**config.mk**
```make
export PLATFORM = sky130hd
export DESIGN_NAME = tmr_top
export DESIGN_NICKNAME = d
export VERILOG_FILES = /design/src/design/tmr_cmp_out.v /design/src/design/tmr_top.v
export VERILOG_INCLUDE_DIRS = /design/src /design/src/design
export SDC_FILE = /design/constraint.sdc
export NUM_CORES = 1
export LEC_CHECK = 0
export BUFFER_PORTS_ARGS = -buffer_cell sky130_fd_sc_hd__buf_4
export CAP_MARGIN = 20
export CORE_AREA = 4 4 168 170
export DETAILED_ROUTE_END_ITERATION = 6
export DIE_AREA = 0 0 172 174
export GPL_TIMING_DRIVEN = 0
export PLACE_DENSITY = 0.53
export RECOVER_POWER = 50
export SETUP_SLACK_MARGIN = 0.1
export SYNTH_ARGS = -nofsm -noshare
export SYNTH_HDL_FRONTEND = slang
export SYNTH_HIERARCHICAL = 1
export SYNTH_SLANG_ARGS = --single-unit
```
**constraint.sdc**
```tcl
create_clock -name aclk -period 3.01 [get_ports aclk]
set_input_delay 0.301 -clock aclk [delete_from_list [all_inputs] [get_ports aclk]]
set_output_delay 0.301 -clock aclk [all_outputs]
set_load 0.1 [all_outputs]
```
**src/design/tmr_defines.vh**
```
`ifndef TMR_DEFINES_VH
`define TMR_DEFINES_VH

// register byte offsets
`define TMR_OFS_CTRL 8'h00
`define TMR_OFS_PRESC 8'h04
`define TMR_OFS_COUNT 8'h08
`define TMR_OFS_CMPA 8'h0c
`define TMR_OFS_CMPB 8'h10
`define TMR_OFS_CAPT 8'h14
`define TMR_OFS_FLAGS 8'h18
`define TMR_OFS_FORCE 8'h1c
`define TMR_OFS_PORT 8'h20

// control register fields
`define TMR_CTRL_MODE_LSB 0
`define TMR_CTRL_MODE_MSB 3
`define TMR_CTRL_ACT_LSB 4
`define TMR_CTRL_ACT_MSB 7
`define TMR_CTRL_RUN_BIT 8

// flag register bits
`define TMR_FLAG_OVF 0
`define TMR_FLAG_CMPA 1
`define TMR_FLAG_CMPB 2
`define TMR_FLAG_CAPT 3

// port register fields
`define TMR_PORT_VAL_LSB 0
`define TMR_PORT_DIR_LSB 2

// waveform modes handled here
`define TMR_MODE_NORMAL 4'h0
`define TMR_MODE_CTC_CMPA 4'h4
`define TMR_MODE_CTC_CAPT 4'hc

// output action codes for non-pwm modes
`define TMR_ACT_NONE 2'h0
`define TMR_ACT_TOGGLE 2'h1
`define TMR_ACT_CLEAR 2'h2
`define TMR_ACT_SET 2'h3

// counter extremes and reset values
`define TMR_CNT_MAX 16'hffff
`define TMR_CNT_BOTTOM 16'h0000
`define TMR_PRESC_RST 16'h0000

// bus responses
`define TMR_RESP_OKAY 2'h0
`define TMR_RESP_SLVERR 2'h2

`endif

```
**src/design/tmr_cmp_out.v**
```verilog
`include "tmr_defines.vh"
`timescale 1ns/1ps
`default_nettype none

// one compare output channel: state flop plus port pin override
module tmr_cmp_out (
    input wire aclk,
    input wire aresetn,
    input wire match_evt,
    input wire force_evt,
    input wire [1:0] action,
    input wire port_val,
    input wire pin_dir,
    output reg state_ff,
    output reg pin_out_ff,
    output reg pin_oe_n_ff
);

    reg nxt_state; // state after this cycle's event

    ////////////////////////////////////////////////////////////////////////
    // action applied on a real or forced match, action read live
    always @* begin
        nxt_state = state_ff;
        if (match_evt || force_evt) begin
            case (action)
                `TMR_ACT_TOGGLE: nxt_state = ~state_ff;
                `TMR_ACT_CLEAR: nxt_state = 1'b0;
                `TMR_ACT_SET: nxt_state = 1'b1;
                default: nxt_state = state_ff;
            endcase
        end
    end

    ////////////////////////////////////////////////////////////////////////
    // state clears only on reset, a clear action or a toggle of a set state, never on a mode change
    always @(posedge aclk) begin
        if (!aresetn) begin
            state_ff <= 1'b0;
            pin_out_ff <= 1'b0;
            pin_oe_n_ff <= 1'b1;
        end else begin
            state_ff <= nxt_state;
            // any nonzero action hands the pin to the compare state
            pin_out_ff <= (action != `TMR_ACT_NONE) ? nxt_state
                                                    : port_val;
            // direction stays with the port bit, low enable drives
            pin_oe_n_ff <= ~pin_dir;
        end
    end

endmodule // tmr_cmp_out

`default_nettype wire

```
**src/design/tmr_top.v**
```verilog
`include "tmr_defines.vh"
`timescale 1ns/1ps
`default_nettype none

module tmr_top #(
    parameter ADDR_W = 8
) (
    input wire aclk,
    input wire aresetn,
    input wire [ADDR_W-1:0] s_axi_awaddr,
    input wire [2:0] s_axi_awprot,
    input wire s_axi_awvalid,
    output reg s_axi_awready,
    input wire [31:0] s_axi_wdata,
    input wire [3:0] s_axi_wstrb,
    input wire s_axi_wvalid,
    output reg s_axi_wready,
    output reg [1:0] s_axi_bresp,
    output reg s_axi_bvalid,
    input wire s_axi_bready,
    input wire [ADDR_W-1:0] s_axi_araddr,
    input wire [2:0] s_axi_arprot,
    input wire s_axi_arvalid,
    output reg s_axi_arready,
    output reg [31:0] s_axi_rdata,
    output reg [1:0] s_axi_rresp,
    output reg s_axi_rvalid,
    input wire s_axi_rready,
    input wire overflow_ack,
    input wire compare_a_ack,
    input wire compare_b_ack,
    input wire capture_ack,
    output wire [3:0] flags_out,
    output wire [1:0] compare_pin_out,
    output wire [1:0] compare_pin_oe_n
);

    ////////////////////////////////////////////////////////////////////////
    // state
    reg [3:0] mode_ff; // waveform_mode_select
    reg [3:0] act_ff; // output_action_select b:a
    reg run_ff; // timer clock enabled
    reg [15:0] presc_ff; // tick every presc+1 system clocks
    reg [15:0] div_ff; // prescaler down count
    reg tick_ff; // one-cycle timer clock enable
    reg [15:0] cnt_ff; // counter_value
    reg [15:0] cmpa_ff; // compare_value_a
    reg [15:0] cmpb_ff; // compare_value_b
    reg [15:0] capt_ff; // capture_value
    reg block_ff; // matches blocked until next tick
    reg [3:0] flags_ff; // sticky flags
    reg [1:0] port_val_ff; // general port output values
    reg [1:0] dir_ff; // pin_direction_bit b:a
    reg aw_full_ff; // write address held
    reg w_full_ff; // write data held
    reg [ADDR_W-1:0] awaddr_ff;
    reg [31:0] wdata_ff;
    reg [3:0] wstrb_ff;

    wire [1:0] state_w; // compare_output_state b:a

    ////////////////////////////////////////////////////////////////////////
    // helpers

    // map an offset to a known register
    function addr_ok;
        input [ADDR_W-1:0] a;
        begin
            case (a)
                `TMR_OFS_CTRL, `TMR_OFS_PRESC, `TMR_OFS_COUNT,
                `TMR_OFS_CMPA, `TMR_OFS_CMPB, `TMR_OFS_CAPT,
                `TMR_OFS_FLAGS, `TMR_OFS_FORCE, `TMR_OFS_PORT: addr_ok = 1'b1;
                default: addr_ok = 1'b0;
            endcase
        end
    endfunction

    // read value of a register, unmapped reads zero
    function [31:0] rd_word;
        input [ADDR_W-1:0] a;
        begin
            case (a)
                `TMR_OFS_CTRL: rd_word = {23'h000000, run_ff, act_ff,
                                          mode_ff};
                `TMR_OFS_PRESC: rd_word = {16'h0000, presc_ff};
                `TMR_OFS_COUNT: rd_word = {16'h0000, cnt_ff};
                `TMR_OFS_CMPA: rd_word = {16'h0000, cmpa_ff};
                `TMR_OFS_CMPB: rd_word = {16'h0000, cmpb_ff};
                `TMR_OFS_CAPT: rd_word = {16'h0000, capt_ff};
                `TMR_OFS_FLAGS: rd_word = {28'h0000000, flags_ff};
                `TMR_OFS_FORCE: rd_word = {30'h00000000, state_w};
                `TMR_OFS_PORT: rd_word = {28'h0000000, dir_ff, port_val_ff};
                default: rd_word = 32'h00000000;
            endcase
        end
    endfunction

    // byte lane merge under write strobes
    function [31:0] merge;
        input [31:0] old;
        input [31:0] d;
        input [3:0] strb;
        integer i;
        begin
            merge = old;
            for (i = 0; i < 4; i = i + 1) begin
                if (strb[i]) begin
                    merge[i*8 +: 8] = d[i*8 +: 8];
                end
            end
        end
    endfunction

    ////////////////////////////////////////////////////////////////////////
    // write decode
    wire wr_go = aw_full_ff && w_full_ff && !s_axi_bvalid;
    wire [31:0] wr_word = merge(rd_word(awaddr_ff), wdata_ff, wstrb_ff);
    wire [31:0] wr_bits = merge(32'h00000000, wdata_ff, wstrb_ff);
    wire wr_ctrl = wr_go && (awaddr_ff == `TMR_OFS_CTRL);
    wire wr_cnt = wr_go && (awaddr_ff == `TMR_OFS_COUNT);
    wire wr_flags = wr_go && (awaddr_ff == `TMR_OFS_FLAGS);
    wire wr_force = wr_go && (awaddr_ff == `TMR_OFS_FORCE);

    ////////////////////////////////////////////////////////////////////////
    // match logic
    wire non_pwm = (mode_ff == `TMR_MODE_NORMAL) ||
                   (mode_ff == `TMR_MODE_CTC_CMPA) ||
                   (mode_ff == `TMR_MODE_CTC_CAPT);
    wire ctc_capt = (mode_ff == `TMR_MODE_CTC_CAPT);
    wire ctc = (mode_ff == `TMR_MODE_CTC_CMPA) || ctc_capt;
    // top register picked by mode only
    wire [15:0] top_val = ctc_capt ? capt_ff : cmpa_ff;
    // a live tick that is not shadowed by a counter write
    wire live = tick_ff && !block_ff;
    wire match_a = live && (cnt_ff == cmpa_ff);
    wire match_b = live && (cnt_ff == cmpb_ff);
    // equality only: a top below the count is passed by
    wire top_hit = live && ctc && (cnt_ff == top_val);
    wire [1:0] match_v = {match_b, match_a};
    // force is ignored in pwm modes and never touches flags
    wire [1:0] force_v = (wr_force && non_pwm) ? wr_bits[1:0]
                                               : 2'b00;

    ////////////////////////////////////////////////////////////////////////
    // prescaler: one-cycle tick enable, no second clock
    always @(posedge aclk) begin
        if (!aresetn) begin
            div_ff <= `TMR_PRESC_RST;
            tick_ff <= 1'b0;
        end else if (!run_ff) begin
            div_ff <= presc_ff;
            tick_ff <= 1'b0;
        end else if (div_ff == 16'h0000) begin
            div_ff <= presc_ff;
            tick_ff <= 1'b1;
        end else begin
            div_ff <= div_ff - 16'h0001;
            tick_ff <= 1'b0;
        end
    end

    ////////////////////////////////////////////////////////////////////////
    // counter and match blocking
    always @(posedge aclk) begin
        if (!aresetn) begin
            cnt_ff <= `TMR_CNT_BOTTOM;
            block_ff <= 1'b0;
        end else if (wr_cnt) begin
            // blocking holds even while stopped, until the next tick
            cnt_ff <= wr_word[15:0];
            block_ff <= 1'b1;
        end else if (tick_ff) begin
            block_ff <= 1'b0;
            if (top_hit) begin
                cnt_ff <= `TMR_CNT_BOTTOM;
            end else begin
                // normal mode never clears, wraps at max
                cnt_ff <= cnt_ff + 16'h0001;
            end
        end
    end

    ////////////////////////////////////////////////////////////////////////
    // flags: hardware set wins over any clear in the same cycle
    reg [3:0] nxt_flags_set;
    reg [3:0] nxt_flags_clr;
    always @* begin
        nxt_flags_set = 4'h0;
        nxt_flags_clr = 4'h0;
        // wrap of max to zero, unless software overwrote the count
        nxt_flags_set[`TMR_FLAG_OVF] = tick_ff && !wr_cnt &&
            (top_hit || (cnt_ff == `TMR_CNT_MAX)) &&
            (cnt_ff == `TMR_CNT_MAX);
        nxt_flags_set[`TMR_FLAG_CMPA] = match_a;
        nxt_flags_set[`TMR_FLAG_CMPB] = match_b;
        nxt_flags_set[`TMR_FLAG_CAPT] = top_hit && ctc_capt;
        if (wr_flags) begin
            nxt_flags_clr = wr_bits[3:0];
        end
        nxt_flags_clr = nxt_flags_clr | {capture_ack, compare_b_ack,
                                         compare_a_ack,
                                         overflow_ack};
    end

    always @(posedge aclk) begin
        if (!aresetn) begin
            flags_ff <= 4'h0;
        end else begin
            flags_ff <= (flags_ff & ~nxt_flags_clr) | nxt_flags_set;
        end
    end

    assign flags_out = flags_ff;

    ////////////////////////////////////////////////////////////////////////
    // software registers
    always @(posedge aclk) begin
        if (!aresetn) begin
            mode_ff <= `TMR_MODE_NORMAL;
            act_ff <= 4'h0;
            run_ff <= 1'b0;
            presc_ff <= `TMR_PRESC_RST;
            cmpa_ff <= 16'h0000;
            cmpb_ff <= 16'h0000;
            capt_ff <= 16'h0000;
            port_val_ff <= 2'b00;
            dir_ff <= 2'b00;
        end else if (wr_go) begin
            case (awaddr_ff)
                `TMR_OFS_CTRL: begin
                    // mode change leaves output state alone
                    mode_ff <= wr_word[`TMR_CTRL_MODE_MSB:
                                       `TMR_CTRL_MODE_LSB];
                    act_ff <= wr_word[`TMR_CTRL_ACT_MSB:
                                      `TMR_CTRL_ACT_LSB];
                    run_ff <= wr_word[`TMR_CTRL_RUN_BIT];
                end
                `TMR_OFS_PRESC: presc_ff <= wr_word[15:0];
                // straight into the live compare value, no buffer
                `TMR_OFS_CMPA: cmpa_ff <= wr_word[15:0];
                `TMR_OFS_CMPB: cmpb_ff <= wr_word[15:0];
                `TMR_OFS_CAPT: capt_ff <= wr_word[15:0];
                `TMR_OFS_PORT: begin
                    port_val_ff <= wr_word[`TMR_PORT_VAL_LSB +: 2];
                    dir_ff <= wr_word[`TMR_PORT_DIR_LSB +: 2];
                end
                default: begin
                end
            endcase
        end
    end

    ////////////////////////////////////////////////////////////////////////
    // compare output channels a and b; capture path never sees act_ff
    genvar gi;
    generate
        for (gi = 0; gi < 2; gi = gi + 1) begin : g_ch
            tmr_cmp_out u_out (
                .aclk(aclk),
                .aresetn(aresetn),
                .match_evt(match_v[gi]),
                .force_evt(force_v[gi]),
                .action(act_ff[gi*2 +: 2]),
                .port_val(port_val_ff[gi]),
                .pin_dir(dir_ff[gi]),
                .state_ff(state_w[gi]),
                .pin_out_ff(compare_pin_out[gi]),
                .pin_oe_n_ff(compare_pin_oe_n[gi])
            );
        end
    endgenerate

    ////////////////////////////////////////////////////////////////////////
    // axi write channels: address and data taken in either order
    always @(posedge aclk) begin
        if (!aresetn) begin
            aw_full_ff <= 1'b0;
            w_full_ff <= 1'b0;
            awaddr_ff <= {ADDR_W{1'b0}};
            wdata_ff <= 32'h00000000;
            wstrb_ff <= 4'h0;
            s_axi_awready <= 1'b1;
            s_axi_wready <= 1'b1;
            s_axi_bvalid <= 1'b0;
            s_axi_bresp <= `TMR_RESP_OKAY;
        end else begin
            if (s_axi_awvalid && s_axi_awready) begin
                aw_full_ff <= 1'b1;
                awaddr_ff <= s_axi_awaddr;
                s_axi_awready <= 1'b0;
            end
            if (s_axi_wvalid && s_axi_wready) begin
                w_full_ff <= 1'b1;
                wdata_ff <= s_axi_wdata;
                wstrb_ff <= s_axi_wstrb;
                s_axi_wready <= 1'b0;
            end
            // the write lands here, response raised on the same edge
            if (wr_go) begin
                aw_full_ff <= 1'b0;
                w_full_ff <= 1'b0;
                s_axi_bvalid <= 1'b1;
                s_axi_bresp <= addr_ok(awaddr_ff) ? `TMR_RESP_OKAY
                                                  : `TMR_RESP_SLVERR;
            end
            // ready again only once the response is taken
            if (s_axi_bvalid && s_axi_bready) begin
                s_axi_bvalid <= 1'b0;
                s_axi_awready <= 1'b1;
                s_axi_wready <= 1'b1;
            end
        end
    end

    ////////////////////////////////////////////////////////////////////////
    // axi read channel, one read under way at a time
    always @(posedge aclk) begin
        if (!aresetn) begin
            s_axi_arready <= 1'b1;
            s_axi_rvalid <= 1'b0;
            s_axi_rdata <= 32'h00000000;
            s_axi_rresp <= `TMR_RESP_OKAY;
        end else if (s_axi_arvalid && s_axi_arready) begin
            s_axi_arready <= 1'b0;
            s_axi_rvalid <= 1'b1;
            s_axi_rdata <= rd_word(s_axi_araddr);
            s_axi_rresp <= addr_ok(s_axi_araddr) ? `TMR_RESP_OKAY
                                                 : `TMR_RESP_SLVERR;
        end else if (s_axi_rvalid && s_axi_rready) begin
            s_axi_rvalid <= 1'b0;
            s_axi_arready <= 1'b1;
        end
    end

endmodule // tmr_top

`default_nettype wire

```
==> flow_summary.json, run 1 <==
{
  "cp.required_ps": 3320,
  "path_max_fanout": 10,
  "avgViaCountPerCell": 5.64,
  "postSynthAreaPerCell_um2": 8.04,
  "vdd_drop_max_uv": 336,
  "dp.cells": 1575,
  "die_w_um": 172,
  "synth_ff_type": "dfxtp_1",
  "fmax_mhz": 353,
  "num_vias": 9064,
  "max_stage_delay_ps": 710,
  "netlist_instances": 1143,
  "endpoint_kind": "register",
  "rsz0062_at_grt": "yes",
  "cp_cell_sequence": "nand2_1 > nor2_1 > clkbuf_1 > nand2_1 > clkbuf_1 > a21oi_1 > nor2_1",
  "grt.overflow.total": 0,
  "synth-edff-count": 0,
  "ys_types": 66,
  "rrSetupSlack_ps": 180,
  "status": "completed",
  "arrival_ps": 3140,
  "period_needed_ps": 2830,
  "cp-endpoint": "presc_ff[4]",
  "hold_path_class": "in2reg",
  "synth-seq-cells": 172,
  "finalHoldViolCount": 0,
  "row_count": 60,
  "drcViolationCount": 0,
  "p_per_area_nw_per_um2": 491,
  "clk_latency_ps": 440,
  "startpoint_type": "register",
  "core-area_um2": 26700,
  "layout_common_cells": "172 x dfxtp_1, 157 x nand2_1, 129 x nor2_1, 116 x a21oi_1, 96 x clkbuf_1",
  "grt_max_degree": 17,
  "r2r_start": "aw_full_ff",
  "cts.sinks": 172,
  "wirelength_um": 36600,
  "leakagePower_nw": 3.80,
  "slew_headroom": 0.161,
  "antenna_found_initial": 0,
  "drive_gt1_frac": 0.131,
  "clockBufferDepth": 2,
  "portBuffers": 74,
  "num_antenna_cells": 0,
  "grt.total_usage": 0.241,
  "synth_area_um2": 9190,
  "initial_utilization": 0.344,
  "cts-root-buf": "clkbuf_16",
  "finalCritPeriodShare": 0.941,
  "area_growth_syn_to_layout_pct": 16.5,
  "post-cts-setup-buffer-count": 0,
  "first_global_vias": 8479,
  "nets": 1325,
  "cts_buffers": 17,
  "slowest_stage": "nor2_1",
  "async_flop_share": 0,
  "ff2ff_path_depth": 7,
  "drt_iter0_drc": 1007,
  "hold_slack_ps": 46.1,
  "dp.final_hpwl_um": 27700,
  "gp_congestion": 0.992,
  "htreeDepth": 4,
  "ant_nets": 0,
  "grt_pass1_wl_um": 54000,
  "dr.pass1.iters": 7,
  "yosysWarnings": 6,
  "setup_viol": 0,
  "die_area_um2": 29900,
  "tightest_slew_ps": 1250,
  "fill_cells": 2820,
  "chipHeight_um": 174,
  "clk_pin_slew_ps": 70,
  "io_pins": 118,
  "slew_viol_final": 0,
  "crit_type": "reg2reg",
  "cts_tree": "done",
  "wire_per_inst_um": 22.8,
  "crit_start": "aw_full_ff",
  "finClkSkew_ps": 9.51,
  "r2r_end": "presc_ff[4]",
  "cap_violations": 0,
  "layout_commonest_cell": "dfxtp_1",
  "fin_cells": 1607,
  "yosysSeqAreaShare": 0.375,
  "setup_tns_ps": 0
}
==> registers in the layout, indices dropped and copies added (netlist names), 2 cells and up <==
register,cells
act_ff,4
awaddr_ff,8
capt_ff,16
cmpa_ff,16
cmpb_ff,16
cnt_ff,16
dir_ff,2
div_ff,16
flags_out,4
g_ch.u_out/pin_oe_n_ff,2
g_ch.u_out/pin_out_ff,2
g_ch.u_out/state_ff,2
mode_ff,4
port_val_ff,2
presc_ff,16
s_axi_rdata,16
wdata_ff,16
wstrb_ff,2
==> area by class of cell <==
type / count / area [µm²] / share of cell area
Sequential cell: 172 / 3440 / 0.322
Tap cell: 341 / 427 / 0.0399
Buffer: 104 / 531 / 0.0496
Clock inverter: 9 / 91.3 / 0.00853
Multi-Input combinational cell: 869 / 5260 / 0.492
Clock buffer: 23 / 458 / 0.0428
Inverter: 15 / 56.3 / 0.00526
Timing Repair Buffer: 74 / 435 / 0.0407
==> worst min path at each step <==
stage	from	cells past startpoint	slack, ps	endpoint
floorplan	aresetn	1	370	g_ch[1].u_out/pin_oe_n_ff
global placement	block_ff	2	440	block_ff
detailed placement	block_ff	2	450	block_ff
CTS	s_axi_wvalid	2	50	s_axi_wready
global route	s_axi_wvalid	2	70	s_axi_wready
finish	s_axi_wvalid	2	50	s_axi_wready
==> critical path: cells and delay by family, from the launching register on <==
family / cells / cell delay [ps]
AOI/OAI and AO/OA: 1 / 230
buffers and inverters: 2 / 970
DFF: 1 / 340
and+or+nand+nor: 4 / 1150
==> power by group <==
part	internal [mW]	switching (mW)
clock	1.16	0.985
sequential	2.33	0.0426
combinational	0.172	0.568
==> synth_stat cells, types with 4 or more instances <==
master,count,share of area
o21a_1,4,0.0033
nand4_1,9,0.0061
a32oi_1,6,0.0057
xor2_1,34,0.032
dfxtp_1,172,0.37
nor4_1,8,0.0054
a22oi_1,31,0.025
and2_1,11,0.0075
o21ai_0,37,0.020
nor2b_1,7,0.0048
mux4_2,6,0.015
xnor2_1,31,0.030
or2_2,4,0.0027
nor2_1,129,0.053
clkbuf_1,59,0.024
nand3_1,30,0.016
nand2b_1,13,0.0089
mux2_4,4,0.0065
mux2_2,11,0.013
inv_1,15,0.0061
o2bb2ai_1,5,0.0048
o21ai_1,7,0.0038
a222oi_1,7,0.0076
buf_2,18,0.0098
buf_6,5,0.0061
a21oi_1,119,0.065
a31oi_1,4,0.0027
buf_4,21,0.017
nand2_1,157,0.064
a221oi_1,18,0.017
and3_1,12,0.0082
nor3_1,23,0.013
mux2i_1,11,0.012
a221o_1,6,0.0065
a211oi_1,48,0.039
o22ai_1,5,0.0034
==> through the flow <==
step	utilization	total power [mW]	worst slack [ps]	cell area (µm²)
CTS	0.404	5.28	105	10800
global placement	0.383	3.16	-17.1	10200
finish	0.401	5.26	179	10700
floorplan	-	2.94	806	9250
detailed placement	0.383	3.16	10.7	10200
global route	0.401	5.41	66.3	10700
==> routing by layer <==
layer	track usage	share of wire	vias to the layer above
met5	0	0	-
met2	0.329	0.40	465
met1	0.342	0.44	4252
li1	-	-	4260
met3	0.0728	0.10	87
met4	0.117	0.051	0
==> kinds of logic (layout without fill, tap and decap cells) <==
family | after synthesis | after routing | share of synthesized area
fa+ha+maj | 3 | 3 | 0.00409
mux | 32 | 32 | 0.0467
compound gates | 331 | 331 | 0.240
simple gates | 420 | 420 | 0.208
other cells | 1 | 18 | 0.000408
flops | 172 | 172 | 0.375
buf+inv | 119 | 225 | 0.0637
xor+xnor | 65 | 65 | 0.0620
==> what timing repair did <==
item,4_1_cts,5_1_grt
resized for setup,1,16
setup endpoints to repair,6,52
hold buffers,0,0
gates cloned,0,0
hold endpoints to repair,0,0
(Power assumes the default switching activity.)
==> inputs of run 2 (changes only) <==
Settings changed: PLACE_DENSITY 0.53 to 0.55.
Clock period 3.01 ns to 2.6 ns, I/O delays scaled along.
==> flow_summary.json, run 2 (same netlist as run 1, synthesis figures left out) <==
{
  "area_growth_syn_to_layout_pct": 19.1,
  "clk_latency_ps": 450,
  "period_needed_ps": 2510,
  "slew_headroom": 0.210,
  "arrival_ps": 2810,
  "layout_common_cells": "172 x dfxtp_1, 157 x nand2_1, 127 x nor2_1, 115 x a21oi_1, 74 x clkbuf_1",
  "wirelength_um": 36000,
  "cts-root-buf": "clkbuf_16",
  "num_vias": 9061,
  "cp.required_ps": 2900,
  "grt.total_usage": 0.236,
  "row_count": 60,
  "status": "completed",
  "slew_viol_final": 0,
  "cts_tree": "done",
  "nets": 1330,
  "power_mw": 6.47,
  "die_area_um2": 29900,
  "drt_iter0_drc": 1132,
  "slowest_stage": "a21boi_1",
  "htreeDepth": 4,
  "endpoint_kind": "register",
  "tightest_slew_ps": 1190,
  "stdcell_area_um2": 10900,
  "grt.overflow.total": 0,
  "busiest_layer": "met1",
  "cap_violations": 0,
  "num_antenna_cells": 0,
  "cts.sinks": 172,
  "dpl-instance-area_um2": 10200,
  "dr.pass1.iters": 6,
  "clockBufferDepth": 2,
  "cts_buffers": 17,
  "initial_utilization": 0.344,
  "io_pins": 118,
  "vdd_drop_max_uv": 383,
  "path_delay_family": "compound AO/OA/AOI/OAI gates",
  "layout_commonest_cell": "dfxtp_1",
  "max_stage_delay_ps": 540,
  "antenna_found_initial": 1,
  "grt_max_degree": 17,
  "crit_type": "reg2reg",
  "gp_congestion": 0.989,
  "cp_cell_sequence": "buf_6 > buf_4 > nor2_1 > a32oi_1 > a21boi_0 > o221ai_1 > a21boi_1 > a21oi_1",
  "core-area_um2": 26700,
  "drcViolationCount": 0,
  "chipHeight_um": 174,
  "clk_pin_slew_ps": 70,
  "p_per_area_nw_per_um2": 592,
  "portBuffers": 74,
  "die_w_um": 172,
  "drive_gt1_frac": 0.161,
  "use_met1": 0.340,
  "grt_pass1_wl_um": 53200,
  "grt_util_met3": 0.0600,
  "first_global_vias": 8412,
  "finalHoldViolCount": 0,
  "leakagePower_nw": 3.95,
  "wire_per_inst_um": 22.4,
  "hold_path_class": "in2reg",
  "avgViaCountPerCell": 5.62,
  "cp_num_buf_inv": 2,
  "startpoint_type": "register",
  "finClkSkew_ps": 9.97,
  "rsz0062_at_grt": "yes",
  "dp.final_hpwl_um": 27400,
  "setup_viol": 0,
  "ant_nets": 0,
  "grtUsageMet2": 0.331,
  "path_max_fanout": 10,
  "finalCritPeriodShare": 0.965,
  "fmax_mhz": 399,
  "fill_cells": 2795
}
## run 2: power by group
| part | total [mW] | switching [mW] | leakage [nW] | internal, mW |
|---|---|---|---|---|
| registers | 2.74 | 0.0499 | 1.39 | 2.69 |
| logic | 0.879 | 0.662 | 2.25 | 0.217 |
| clock network | 2.85 | 1.22 | 0.304 | 1.63 |
## run 2: metal layers
metal | wire length, µm | vias up
met5 | 11 | -
met4 | 1540 | 2
met3 | 3660 | 72
met2 | 14700 | 464
met1 | 16100 | 4241
li1 | - | 4282
## run 2: area by class of cell
type	instances	area, µm²	area share
buffer	104	566	0.0517
clock buffer	18	429	0.0392
clock inverter	14	204	0.0186
inverter	15	56.3	0.00515
multi-input combinational	869	5350	0.489
sequential	172	3440	0.315
tap	341	427	0.0390
timing repair buffer	79	469	0.0429
## run 2: worst paths after layout
kind         cells after the start  slack (ps)          from                         to
max                              8          90  awaddr_ff[3]                 mode_ff[3]
min                              2          20  s_axi_wvalid               s_axi_wready
max reg2reg                      8          90  awaddr_ff[3]                 mode_ff[3]
min reg2reg                      1         460     dir_ff[0]  g_ch[0].u_out/pin_oe_n_ff
## run 2: timing repair
| item | in CTS | in global routing |
|---|---|---|
| gates resized for setup | 24 | 43 |
| endpoints found under the setup margin | 83 | 90 |
| pin swaps | 1 | 1 |
| gates cloned | 0 | 0 |
| setup buffers | 3 | 2 |
| hold buffers | 0 | 0 |
## run 2: stage by stage
stage	TNS (ps)	std cells	setup WS, ps	utilization	hold slack, ps
floorplan	0	1160	396	-	329
global placement	-9630	1575	-395	0.383	440
detailed placement	-8520	1575	-350	0.383	449
CTS	0	1610	109	0.411	9.18
global route	0	1612	27.4	0.409	30.4
finish	0	1612	91.3	0.409	18.3
==> inputs of run 3 (changes only) <==
Settings changed: BUFFER_PORTS_ARGS -buffer_cell sky130_fd_sc_hd__buf_4 to -buffer_cell sky130_fd_sc_hd__buf_2.
==> flow_summary.json, run 3 (same netlist as run 1, synthesis figures left out) <==
{
  "io_pins": 118,
  "p_int_mw": 4.47,
  "chipHeight_um": 174,
  "core-area_um2": 26700,
  "p_clk_frac": 0.433,
  "stdcell_area_um2": 10900,
  "layout_common_cells": "170 x dfxtp_1, 157 x nand2_1, 125 x nor2_1, 116 x a21oi_1, 77 x clkbuf_1",
  "num_vias": 9180,
  "gp_congestion": 0.988,
  "dpl-instance-area_um2": 10000,
  "power_mw": 6.36,
  "portBuffers": 74,
  "period_needed_ps": 2480,
  "violations": "design-rule violations",
  "crit_type": "reg2reg",
  "htreeDepth": 4,
  "dr.pass1.iters": 7,
  "rsz0062_at_grt": "yes",
  "avgViaCountPerCell": 5.70,
  "cts_tree": "done",
  "power.share.switching": 0.296,
  "finalHoldViolCount": 0,
  "drcViolationCount": 2,
  "status": "complete, but fails checks",
  "layout_commonest_cell": "dfxtp_1",
  "cp.required_ps": 2900,
  "dp.final_hpwl_um": 27300,
  "fmax_mhz": 403,
  "slew_viol_final": 0,
  "setup_viol": 0,
  "vdd_drop_max_uv": 410,
  "p_seq_frac": 0.432,
  "die_area_um2": 29900,
  "row_count": 60,
  "p_per_area_nw_per_um2": 585,
  "initial_utilization": 0.344,
  "antenna_found_initial": 0,
  "path_max_fanout": 10,
  "startpoint_type": "register",
  "first_global_vias": 8545,
  "preCtsSetupSlack_ps": -400,
  "p_comb_frac": 0.136,
  "arrival_ps": 2780,
  "whs_path_depth": 2,
  "nets": 1329,
  "tightest_slew_ps": 1190,
  "drive_gt1_frac": 0.160,
  "hold_path_class": "in2reg",
  "finalCritPeriodShare": 0.954,
  "drt_iter0_drc": 1046,
  "cts-root-buf": "clkbuf_16",
  "cap_violations": 0,
  "grt.total_usage": 0.236,
  "endpoint_kind": "register",
  "area_growth_syn_to_layout_pct": 18.2,
  "clk_latency_ps": 440,
  "power_switching_mw": 1.88,
  "finClkSkew_ps": 15.0,
  "leakagePower_nw": 3.91,
  "grt_max_degree": 17,
  "setup_ws_ps": 121,
  "ant_nets": 0,
  "cts.sinks": 172,
  "die_w_um": 172,
  "num_antenna_cells": 0,
  "clk_pin_slew_ps": 70,
  "ff2ff_path_depth": 8,
  "clockBufferDepth": 2,
  "grt_pass1_wl_um": 53500,
  "wire_per_inst_um": 22.4,
  "cts_buffers": 17,
  "grt.overflow.total": 0,
  "wirelength_um": 36100,
  "slew_headroom": 0.210
}
## run 3: cell type report
class,instances,area [µm²]
clock inverter,11,158
sequential,172,3450
tap,341,427
inverter,15,56.3
fill,2766,15900
buffer,103,564
timing repair buffer,79,379
multi-input combinational,869,5370
clock buffer,21,460
## run 3: final timing paths
path             endpoint         start  slack [ps]
max             dir_ff[1]  awaddr_ff[2]         120
min          s_axi_wready  s_axi_wvalid          30
max reg2reg     dir_ff[1]  awaddr_ff[2]         120
min reg2reg  wdata_ff[12]  wdata_ff[12]         460
## run 3: through the flow
stage	util	hold slack, ps	setup TNS, ps	instances
final	0.406	28.9	0	1611
after global routing	0.406	39.8	0	1611
after CTS	0.403	17.3	0	1610
after detailed placement	0.376	446	-10210	1575
after global placement	0.376	440	-10660	1575
after floorplan	-	329	0	1160
## run 3: power by group through the flow
stage / Combinational (mW) / Clock (mW) / Sequential (mW)
2_1_floorplan: 0.436 / 0 / 2.97
3_3_place_gp: 0.827 / 0 / 2.80
3_5_place_dp: 0.827 / 0 / 2.80
4_1_cts: 0.850 / 2.78 / 2.74
5_1_grt: 0.905 / 2.88 / 2.75
6_report: 0.862 / 2.75 / 2.74
## run 3: repair_timing
| action | in CTS | in global routing |
|---|---|---|
| hold buffers | 0 | 0 |
| gates resized for setup | 24 | 46 |
| setup buffers | 3 | 2 |
| pin swaps | 1 | 3 |
| endpoints found under the hold margin | 0 | 0 |
| setup endpoints to repair | 83 | 85 |
## run 3: worst max-delay path, stage by stage, from the launching register on
cell      delay [ps]
dfxtp_1          300
buf_2            250
buf_2            330
clkbuf_2         380
nor2_1           100
a21oi_1          130
o221ai_1         160
a21boi_1         560
a21oi_1          140
## run 3: per-layer routing
layer / up-vias / global-route usage / routed length (µm)
met2: 509 / 0.339 / 15100
met1: 4316 / 0.347 / 16000
li1: 4287 / - / -
met4: 0 / 0.0839 / 1180
met3: 68 / 0.0505 / 3830
met5: - / 0 / 0
